### src/logic/rhs_seq_map.vh
// Timing constants and counter widths for the reset and hibernate sequencer
`ifndef RHS_SEQ_MAP_VH
`define RHS_SEQ_MAP_VH
// Core clock rate in kHz (250 MHz)
`define RHS_CLK_KHZ 250000
// Hardware wake-up after restart release, ms
`define RHS_HW_WAKE_MS 25
// Initialization with on-chip slow crystal, ms (1.35 s)
`define RHS_INIT_XTAL_MS 1350
// Initialization with external slow clock, ms
`define RHS_INIT_EXT_MS 250
// Wake from hibernate, ms
`define RHS_HIB_WAKE_MS 50
// Extra wake time after large temperature shift, ms
`define RHS_TEMP_EXTRA_MS 200
// Temperature shift above which recalibration is forced, degrees C
`define RHS_TEMP_LIMIT_C 20
// Slow clock rate in Hz and fast clock rate in kHz
`define RHS_SLOW_HZ 32768
`define RHS_FAST_KHZ 40000
// Cycles per millisecond at the core clock
`define RHS_CYC_PER_MS (`RHS_CLK_KHZ)
// Width of the millisecond countdown
`define RHS_MS_W 11
// Width of the cycle prescaler
`define RHS_PRE_W 18
`endif

### src/logic/rhs_ms_tick.v
// Millisecond enable pulse divider
`timescale 1ns/10ps
`include "rhs_seq_map.vh"
module rhs_ms_tick #(
  parameter CYC_PER_MS = `RHS_CYC_PER_MS
) (
  input wire ref_clk_in,
  input wire rstn_in,
  input wire clear_in,
  output reg tick_out
);
  reg [`RHS_PRE_W-1:0] pre_r;
  localparam [`RHS_PRE_W-1:0] LAST = CYC_PER_MS - 1;
  // Count cycles, pulse once per millisecond; clear restarts the phase
  always @(posedge ref_clk_in) begin
    if (!rstn_in || clear_in) begin
      pre_r <= {`RHS_PRE_W{1'b0}};
      tick_out <= 1'b0;
    end else if (pre_r == LAST) begin
      pre_r <= {`RHS_PRE_W{1'b0}};
      tick_out <= 1'b1;
    end else begin
      pre_r <= pre_r + 1'b1;
      tick_out <= 1'b0;
    end
  end
endmodule // rhs_ms_tick

### src/logic/rhs_sequencer.v
// Device-side reset and hibernate wake-up sequencer
`timescale 1ns/10ps
`include "rhs_seq_map.vh"
module rhs_sequencer #(
  parameter CYC_PER_MS = `RHS_CYC_PER_MS
) (
  input wire ref_clk_in,
  input wire rstn_in,
  input wire device_restart_n_in,
  input wire sleep_request_n_in,
  input wire ext_slow_clk_sel_in,
  input wire slow_xtal_keep_off_in,
  input wire [7:0] temp_c_in,
  output reg ready_out,
  output reg slow_osc_en_out,
  output reg fast_osc_en_out,
  output reg hibernate_out,
  output reg recal_out,
  output reg [4:0] state_out
);
  // One-hot states
  localparam [4:0] ST_RESET = 5'h01;
  localparam [4:0] ST_HWAKE = 5'h02;
  localparam [4:0] ST_INIT = 5'h04;
  localparam [4:0] ST_READY = 5'h08;
  localparam [4:0] ST_HIB = 5'h10;
  localparam [`RHS_MS_W-1:0] HW_MS = `RHS_HW_WAKE_MS;
  localparam [`RHS_MS_W-1:0] XT_MS = `RHS_INIT_XTAL_MS;
  localparam [`RHS_MS_W-1:0] EX_MS = `RHS_INIT_EXT_MS;
  localparam [`RHS_MS_W-1:0] HB_MS = `RHS_HIB_WAKE_MS;
  localparam [`RHS_MS_W-1:0] TX_MS = `RHS_TEMP_EXTRA_MS;
  localparam [7:0] TLIM = `RHS_TEMP_LIMIT_C;

  reg rst_m_r, rst_s_r, hib_m_r, hib_s_r, sel_m_r, sel_s_r;
  reg keep_m_r, keep_s_r;
  reg [7:0] temp_m_r, temp_s_r, temp_hib_r;
  reg [4:0] st_r, st_nxt;
  reg [`RHS_MS_W-1:0] cnt_r, cnt_nxt;
  reg ext_r, ext_nxt, recal_r, recal_nxt;
  reg [7:0] temp_hib_nxt;
  reg [7:0] tdiff;
  wire tick;
  wire restart;

  // Two-flop synchronisers for pins arriving from the host side
  always @(posedge ref_clk_in) begin
    if (!rstn_in) begin
      rst_m_r <= 1'b0;
      rst_s_r <= 1'b0;
      hib_m_r <= 1'b1;
      hib_s_r <= 1'b1;
      sel_m_r <= 1'b0;
      sel_s_r <= 1'b0;
      keep_m_r <= 1'b0;
      keep_s_r <= 1'b0;
      temp_m_r <= 8'h00;
      temp_s_r <= 8'h00;
    end else begin
      rst_m_r <= device_restart_n_in;
      rst_s_r <= rst_m_r;
      hib_m_r <= sleep_request_n_in;
      hib_s_r <= hib_m_r;
      sel_m_r <= ext_slow_clk_sel_in;
      sel_s_r <= sel_m_r;
      keep_m_r <= slow_xtal_keep_off_in;
      keep_s_r <= keep_m_r;
      temp_m_r <= temp_c_in;
      temp_s_r <= temp_m_r;
    end
  end

  // Restart low overrides every state; the host keeps it low while rails ramp
  // restart holds reset
  assign restart = ~rst_s_r;

  // Millisecond tick, rephased on each state change
  rhs_ms_tick #(
    .CYC_PER_MS(CYC_PER_MS)
  ) u_tick (
    .ref_clk_in(ref_clk_in),
    .rstn_in(rstn_in),
    .clear_in(st_nxt != st_r),
    .tick_out(tick)
  );

  // Absolute temperature shift since hibernate entry
  always @* begin
    if (temp_s_r > temp_hib_r)
      tdiff = temp_s_r - temp_hib_r;
    else
      tdiff = temp_hib_r - temp_s_r;
  end

  // Next-state logic
  always @* begin
    st_nxt = st_r;
    cnt_nxt = cnt_r;
    ext_nxt = ext_r;
    recal_nxt = recal_r;
    temp_hib_nxt = temp_hib_r;
    if (restart) begin
      st_nxt = ST_RESET;
      cnt_nxt = HW_MS;
      recal_nxt = 1'b0;
    end else begin
      case (st_r)
        ST_RESET: begin
          ext_nxt = sel_s_r;
          st_nxt = ST_HWAKE;
          cnt_nxt = HW_MS;
        end
        ST_HWAKE: begin
          if (tick) begin
            if (cnt_r == 1) begin
              st_nxt = ST_INIT;
              cnt_nxt = ext_r ? EX_MS : XT_MS;
            end else begin
              cnt_nxt = cnt_r - 1'b1;
            end
          end
        end
        ST_INIT: begin
          if (tick) begin
            if (cnt_r == 1)
              st_nxt = ST_READY;
            else
              cnt_nxt = cnt_r - 1'b1;
          end
        end
        ST_READY: begin
          if (!hib_s_r) begin
            st_nxt = ST_HIB;
            temp_hib_nxt = temp_s_r;
          end
        end
        ST_HIB: begin
          if (hib_s_r) begin
            st_nxt = ST_INIT;
            recal_nxt = (tdiff > TLIM);
            cnt_nxt = (tdiff > TLIM) ? HB_MS + TX_MS : HB_MS;
          end
        end
        default: begin
          st_nxt = ST_RESET;
        end
      endcase
    end
  end

  // State registers
  always @(posedge ref_clk_in) begin
    if (!rstn_in) begin
      st_r <= ST_RESET;
      cnt_r <= HW_MS;
      ext_r <= 1'b0;
      recal_r <= 1'b0;
      temp_hib_r <= 8'h00;
    end else begin
      st_r <= st_nxt;
      cnt_r <= cnt_nxt;
      ext_r <= ext_nxt;
      recal_r <= recal_nxt;
      temp_hib_r <= temp_hib_nxt;
    end
  end

  // Registered outputs
  always @(posedge ref_clk_in) begin
    if (!rstn_in) begin
      ready_out <= 1'b0;
      slow_osc_en_out <= 1'b0;
      fast_osc_en_out <= 1'b0;
      hibernate_out <= 1'b0;
      recal_out <= 1'b0;
      state_out <= ST_RESET;
    end else begin
      ready_out <= (st_nxt == ST_READY);
      slow_osc_en_out <= (st_nxt != ST_RESET) &&
        !((st_nxt == ST_HIB) && keep_s_r) && !ext_nxt;
      fast_osc_en_out <= (st_nxt != ST_RESET) && (st_nxt != ST_HIB);
      hibernate_out <= (st_nxt == ST_HIB);
      recal_out <= recal_nxt && (st_nxt == ST_INIT);
      state_out <= st_nxt;
    end
  end
endmodule // rhs_sequencer

### config.mk
export PLATFORM = sky130hd
export DESIGN_NAME = rhs_sequencer
export DESIGN_NICKNAME = d
export VERILOG_FILES = /design/src/logic/rhs_ms_tick.v /design/src/logic/rhs_sequencer.v
export VERILOG_INCLUDE_DIRS = /design/src /design/src/logic
export SDC_FILE = /design/constraint.sdc
export NUM_CORES = 1
export LEC_CHECK = 0
export ABC_AREA = 1
export BUFFER_PORTS_ARGS = -buffer_cell sky130_fd_sc_hd__buf_4
export CAP_MARGIN = 20
export CORE_UTILIZATION = 40
export CTS_BUF_LIST = sky130_fd_sc_hd__clkbuf_4 sky130_fd_sc_hd__clkbuf_8
export DETAILED_ROUTE_END_ITERATION = 6
export GPL_TIMING_DRIVEN = 0
export PLACE_DENSITY_LB_ADDON = 0.08
export SLEW_MARGIN = 20
export SYNTH_ARGS = -nofsm -noshare
export SYNTH_HDL_FRONTEND = slang
export SYNTH_SLANG_ARGS = --single-unit
### constraint.sdc
create_clock -name ref_clk_in -period 2.9 [get_ports ref_clk_in]
set_input_delay 0.58 -clock ref_clk_in [delete_from_list [all_inputs] [get_ports ref_clk_in]]
set_output_delay 0.58 -clock ref_clk_in [all_outputs]
set_load 0.01 [all_outputs]
## Word-level counts from Yosys, hierarchy flattened

Cells that the tools add are included.

- Output and inout bits: 10
- Input bits: 14
- Flip-flop bits (word level): 74

- Bitwise logic cells: 1
- Reductions and logical operators: 14
- Add/subtract/negate cells: 4
- Mux-type cells: 23
- $lt $le $gt $ge: 2
- Equality and inequality tests: 17

Operators by type and width:

| operator | number |
|---|---|
| $mux 11 | 6 |
| $pmux 11 s4 | 1 |
| $mux 5 | 7 |
| $pmux 5 s5 | 1 |
| $add 18x1->18 const B | 1 |
| $eq 18x18->1 const B | 1 |
| $mux 8 | 2 |
| $sub 8x8->8 | 2 |
| $eq 11x1->1 const B | 1 |
| $sub 11x1->11 const B | 1 |
| $eq 5x3->1 const B | 2 |
| $eq 5x4->1 const B | 2 |
| $eq 5x5->1 const B | 2 |
| $gt 8x5->1 const B | 1 |
| $gt 8x8->1 | 1 |
| $mux 1 | 6 |
| $eq 5x1->1 const B | 1 |
| $eq 5x2->1 const B | 1 |
| $logic_and 1x1->1 | 5 |
| $ne 5x1->1 const B | 1 |
| $ne 5x5->1 | 1 |
| $ne 5x5->1 const B | 1 |
| $reduce_and 5->1 | 1 |
| $ne 2x1->1 const B | 2 |
| other kinds (8) | 11 |

## Longest topological paths before layout

- Word-level depth: 10
- Depth in mapped cells: 19
- Depth with buffers taken out: 19

## Modules after synthesis

A second synthesis with hierarchy kept.

- Cells, all modules: 596
- Area, all modules: 4121.5 um^2

By module, submodules not included:

| module | cells each | area each (um^2) | times used |
|---|---|---|---|
| rhs_sequencer | 448 | 3103.0 | 1 |
| rhs_ms_tick | 148 | 1018.5 | 1 |

## Worst setup path before layout

No wires, ideal clock.

- Kind: register to register
- Start point: reg temp_s_r[0]
- End point: reg cnt_r[3]
- Arrival time: 2062 ps
- Setup time: 115 ps
- Stages on the path, launching flop included: 18
- Period minus slack after synthesis: 2177 ps
- Data required time: 2785 ps
- Path slack: 723 ps
- Cell sequence: dfxtp_1 -> inv_1 -> ha_1 -> fa_1 -> inv_1 -> nand3_1 -> nand2_1 -> nand2_1 -> nand2_1 -> nand2_1 -> a21oi_1 -> nand3_1 -> nand2_1 -> nand2_1 -> nand2_1 -> nand3b_1 -> nand2_1 -> nand2_1

- Longest elaborated chain between the ends: 6
- Elaborated cells on any way between the ends: 8

RTL lines:

| item | line | text |
|---|---|---|
| start, declared | rhs_sequencer.v:36 | `reg [7:0] temp_m_r, temp_s_r, temp_hib_r;` |
| start signal, assigned | rhs_sequencer.v:68 | `temp_s_r <= temp_m_r;` |
| $sub 8x8->8, or another cell as far along | rhs_sequencer.v:91 | `tdiff = temp_hib_r - temp_s_r;` |
| $mux 8 (*) | rhs_sequencer.v:88 | `if (temp_s_r > temp_hib_r)` |
| $gt 8x5->1 (*) | rhs_sequencer.v:140 | `cnt_nxt = (tdiff > TLIM) ? HB_MS + TX_MS : HB_MS;` |
| $mux 8 (*) | rhs_sequencer.v:140 |  |
| $mux 11 (*) | rhs_sequencer.v:137 | `if (hib_s_r) begin` |
| $pmux 11 s4 (*) | rhs_sequencer.v:106 | `case (st_r)` |
| end signal, assigned | rhs_sequencer.v:160 | `cnt_r <= cnt_nxt;` |
| end, declared | rhs_sequencer.v:38 | `` reg [`RHS_MS_W-1:0] cnt_r, cnt_nxt; `` |

Mark *: on every way between the ends. The rest lies on a longest branch, timed or not. The select of a mux whose other input is x is not followed.
A chain may end at the register's enable or synchronous reset.

## Worst setup path in the final report

- Start point: reg temp_s_r[0]
- End point: reg cnt_r[6]

The elaborated chain is that of the path after synthesis.

==> key figures <==
Run status
  – Run status: completed

Floorplan
  – Die W: 101 um
  – FP Rows: 35
  – Boundary Pins: 24
  – Initial Util: between 40% and 50%
  – Area of the die: between 10000 and 15000 um^2
  – Die height: around 100 um
  – Core area: approximately 9400 um^2

GRT
  – Gr usage total: 17.3%
  – Largest net degree at the start of global routing: 17
  – Met3 GRT Util: about 3.8%
  – Remaining global-route overflow: 0
  – Vias in the first global route: roughly 3200
  – Antenna violations before repair: 0
  – Met2 Use GR: 26.5%
  – First-pass GRT wire length: 14200 um
  – Busiest grt layer: met2
  – GR Util met1: 24.3%

Worst setup path
  – Reg2reg path depth: 17
  – CP Class: flop to flop
  – Crit-path slowest cell: fa_1
  – Max incr delay on CP: between 0.4 and 0.5 ns
  – Most frequent cell on the critical path: nand2_1
  – Worst path depth: 17
  – CP required: approximately 3.1 ns
  – Crit path max-delay family: simple AND/OR/NAND/NOR gates
  – Buffers and inverters on the worst path: 2
  – Arrival @ worst endpoint: 2.75 ns
  – Worst-path maximum fanout: 6
  – Critical Path Start Type: flop
  – CP endpoint kind: flop
  – Cells along the critical path: inv_1 -> ha_1 -> fa_1 -> inv_1 -> nand3_1 -> nand2_1 -> nand2_1 -> nand2_1 -> nand2_1 -> a21oi_1 -> nand3_1 -> nand2_1 -> nand2_1 -> nand2_1 -> nand2_1 -> nand2_1 -> a21oi_1

Logic synthesis
  – Synth cell types: 33
  – Area of the mapped netlist: between 3000 and 4000 um^2
  – Syn nets: around 600
  – Yosys reg bits: 74
  – Cell count after synthesis: between 500 and 600
  – Seq/Total Area, Yosys: approximately 38%
  – Area contributors post-synth: dfxtp_1 (38%), nand2_1 (12%), inv_1 (10%)
  – Top cell type's share of synthesized area: between 30% and 40%
  – Average size of a mapped cell: between 7 and 8 um^2
  – Synth warnings: 0
  – Top FF cell, synth: dfxtp_1
  – Biggest area consumer among synthesized cells: dfxtp_1
  – FFs w/ async S/R, synth: 0%
  – Post-synth EDFFs: 0

Final layout
  – Final Core Density: 47.4%
  – Fin area: between 4000 and 5000 um^2
  – N_diodes: 0
  – Most frequent cells in the layout: nand2_1 (129), inv_1 (109), dfxtp_1 (74)
  – Share of cells above drive strength 1: under 10%
  – Fin cells: between 700 and 800
  – Layout area overhead: 13.1%
  – Fin nets: around 630
  – Most common cell after layout, fill and taps aside: nand2_1

STA
  – Max Freq: approximately 0.39 GHz
  – Fin Setup TNS: 0 ns
  – Worst Tran Pin Value: ~0.55 ns
  – Final Worst Setup Slack: between 0.3 and 0.4 ns
  – Crit path time final: 2.54 ns
  – Final Slew Violations: 0
  – Worst Skew: about 0.011 ns
  – RSZ-0062 raised after global routing: no
  – Hold violation count in the final report: 0
  – Fin crit share: around 88%
  – Worst relative slew slack: a little over three fifths
  – Hold WS: 0.409 ns
  – Final setup fails: 0

Power and ir drop
  – Leakage: between 2 and 2.5 nW
  – Power Total: approximately 2.0 mW
  – Power Dens Cells: between 400 and 500 nW/um^2
  – Maximum VDD drop: 0.224 mV

Drt
  – Wire per inst: between 10 and 15 um
  – DR vias: ~3400
  – WL final: between 7000 and 8000 um
  – Vias/cell: about 4.6
  – Drt first-iter violations: 102
  – Antenna Nets Post-Route: 0
  – Initial DRT Pass Iterations: 4
  – DRC violations left: 0

Placed design
  – Place WS: 0.345 ns
  – Placed Area: between 4000 and 5000 um^2
  – Final RePlAce weighted congestion: 0.838
  – Placed Cells: 715
  – IO Port Bufs: 22
  – Post-DP HPWL: slightly above 6000 um

Clock network
  – CTS tree: done
  – CTS sink cnt: between 70 and 80
  – Clk Tree Root Cell: clkbuf_8
  – Clock buffer depth: 2
  – Post-CTS Resized: 0
  – H-tree depth: 3
  – Clock latency at the later pin of the worst-skew pair: 0.34 ns
  – Reg clk slew, reported paths: around 0.09 ns
  – Hold Buf Count CTS: 0
  – Setup bufs post-CTS: 0
  – CTS buffer count: 9

Run
  – Max_cap viols: 0

Worst hold path
  – Hold path depth: 3
  – Hold Crit Class: primary input to flop
-- metal layers --
layer  up-vias  part of all wire (%)
met5         -                     0
met4         0                   1.1
met3         7                   4.1
met2        56                    42
met1      1496                    53
li1       1820                     -
-- area by class of cell --
class	count	area (um^2)
fillers	981	4950
multi-input cells	369	2010
flip-flops and latches	74	1480
inverters	111	417
repair buffers	22	165
well taps	129	161
clock buffers	9	124
clock inverters	7	65.1
plain buffers	10	45.0
-- power by group --
part	leakage [nW]	switching (mW)	total, mW	internal (mW)
Clock	0.0951	0.435	0.770	0.335
Combinational	1.47	0.118	0.191	0.0728
Sequential	0.602	0.0119	1.05	1.04
Total	2.16	0.565	2.01	1.44
-- worst register-to-register path: stages (launching register included) --
cell	delay [ns]
dfxtp_1	0.37
inv_1	0.05
ha_1	0.23
fa_1	0.42
inv_1	0.08
nand3_1	0.06
nand2_1	0.14
nand2_1	0.06
nand2_1	0.14
nand2_1	0.18
a21oi_1	0.17
nand3_1	0.09
nand2_1	0.11
nand2_1	0.06
nand2_1	0.09
nand2_1	0.06
nand2_1	0.05
a21oi_1	0.05
-- final timing paths --
path	start	to	slack, ns
min	temp_c_in[4]	temp_m_r[4]	0.41
max	temp_s_r[0]	cnt_r[6]	0.36
max reg2reg	temp_s_r[0]	cnt_r[6]	0.36
min reg2reg	temp_m_r[0]	temp_s_r[0]	0.42
-- synthesized netlist by cell type, drive strengths merged (2+ instances only) --
| cell type | count |
|---|---|
| o211ai | 3 |
| dfxtp | 74 |
| nand2 | 130 |
| fa | 2 |
| o22ai | 3 |
| nand3b | 2 |
| o21a | 2 |
| o21ai | 29 |
| clkbuf | 9 |
| nor2 | 62 |
| or2 | 3 |
| inv | 110 |
| nand4 | 14 |
| nor3 | 6 |
| nand3 | 28 |
| xor2 | 24 |
| a21oi | 32 |
| ha | 18 |
| xnor2 | 5 |
-- sequential cells by signal (all words and copies together), names as in the netlist, 5 cells and up --
signal and count:
temp_m_r 8, u_tick.pre_r 18, state_out 5, temp_hib_r 8
temp_s_r 8, cnt_r 11
-- kinds of logic (layout without fill, tap and decap cells) --
kind of cell	count (synthesis)	in the layout	share of synthesized area [%]
flip-flops	74	74	37.5
XOR/XNOR	29	29	6.43
adder cells (fa/ha/maj)	20	20	6.72
AND/OR/NAND/NOR	247	247	27.3
buffers and inverters	121	159	11.7
AO/OA/AOI/OAI	73	73	10.3
No activity file was read; power rests on OpenSTA's default activity.
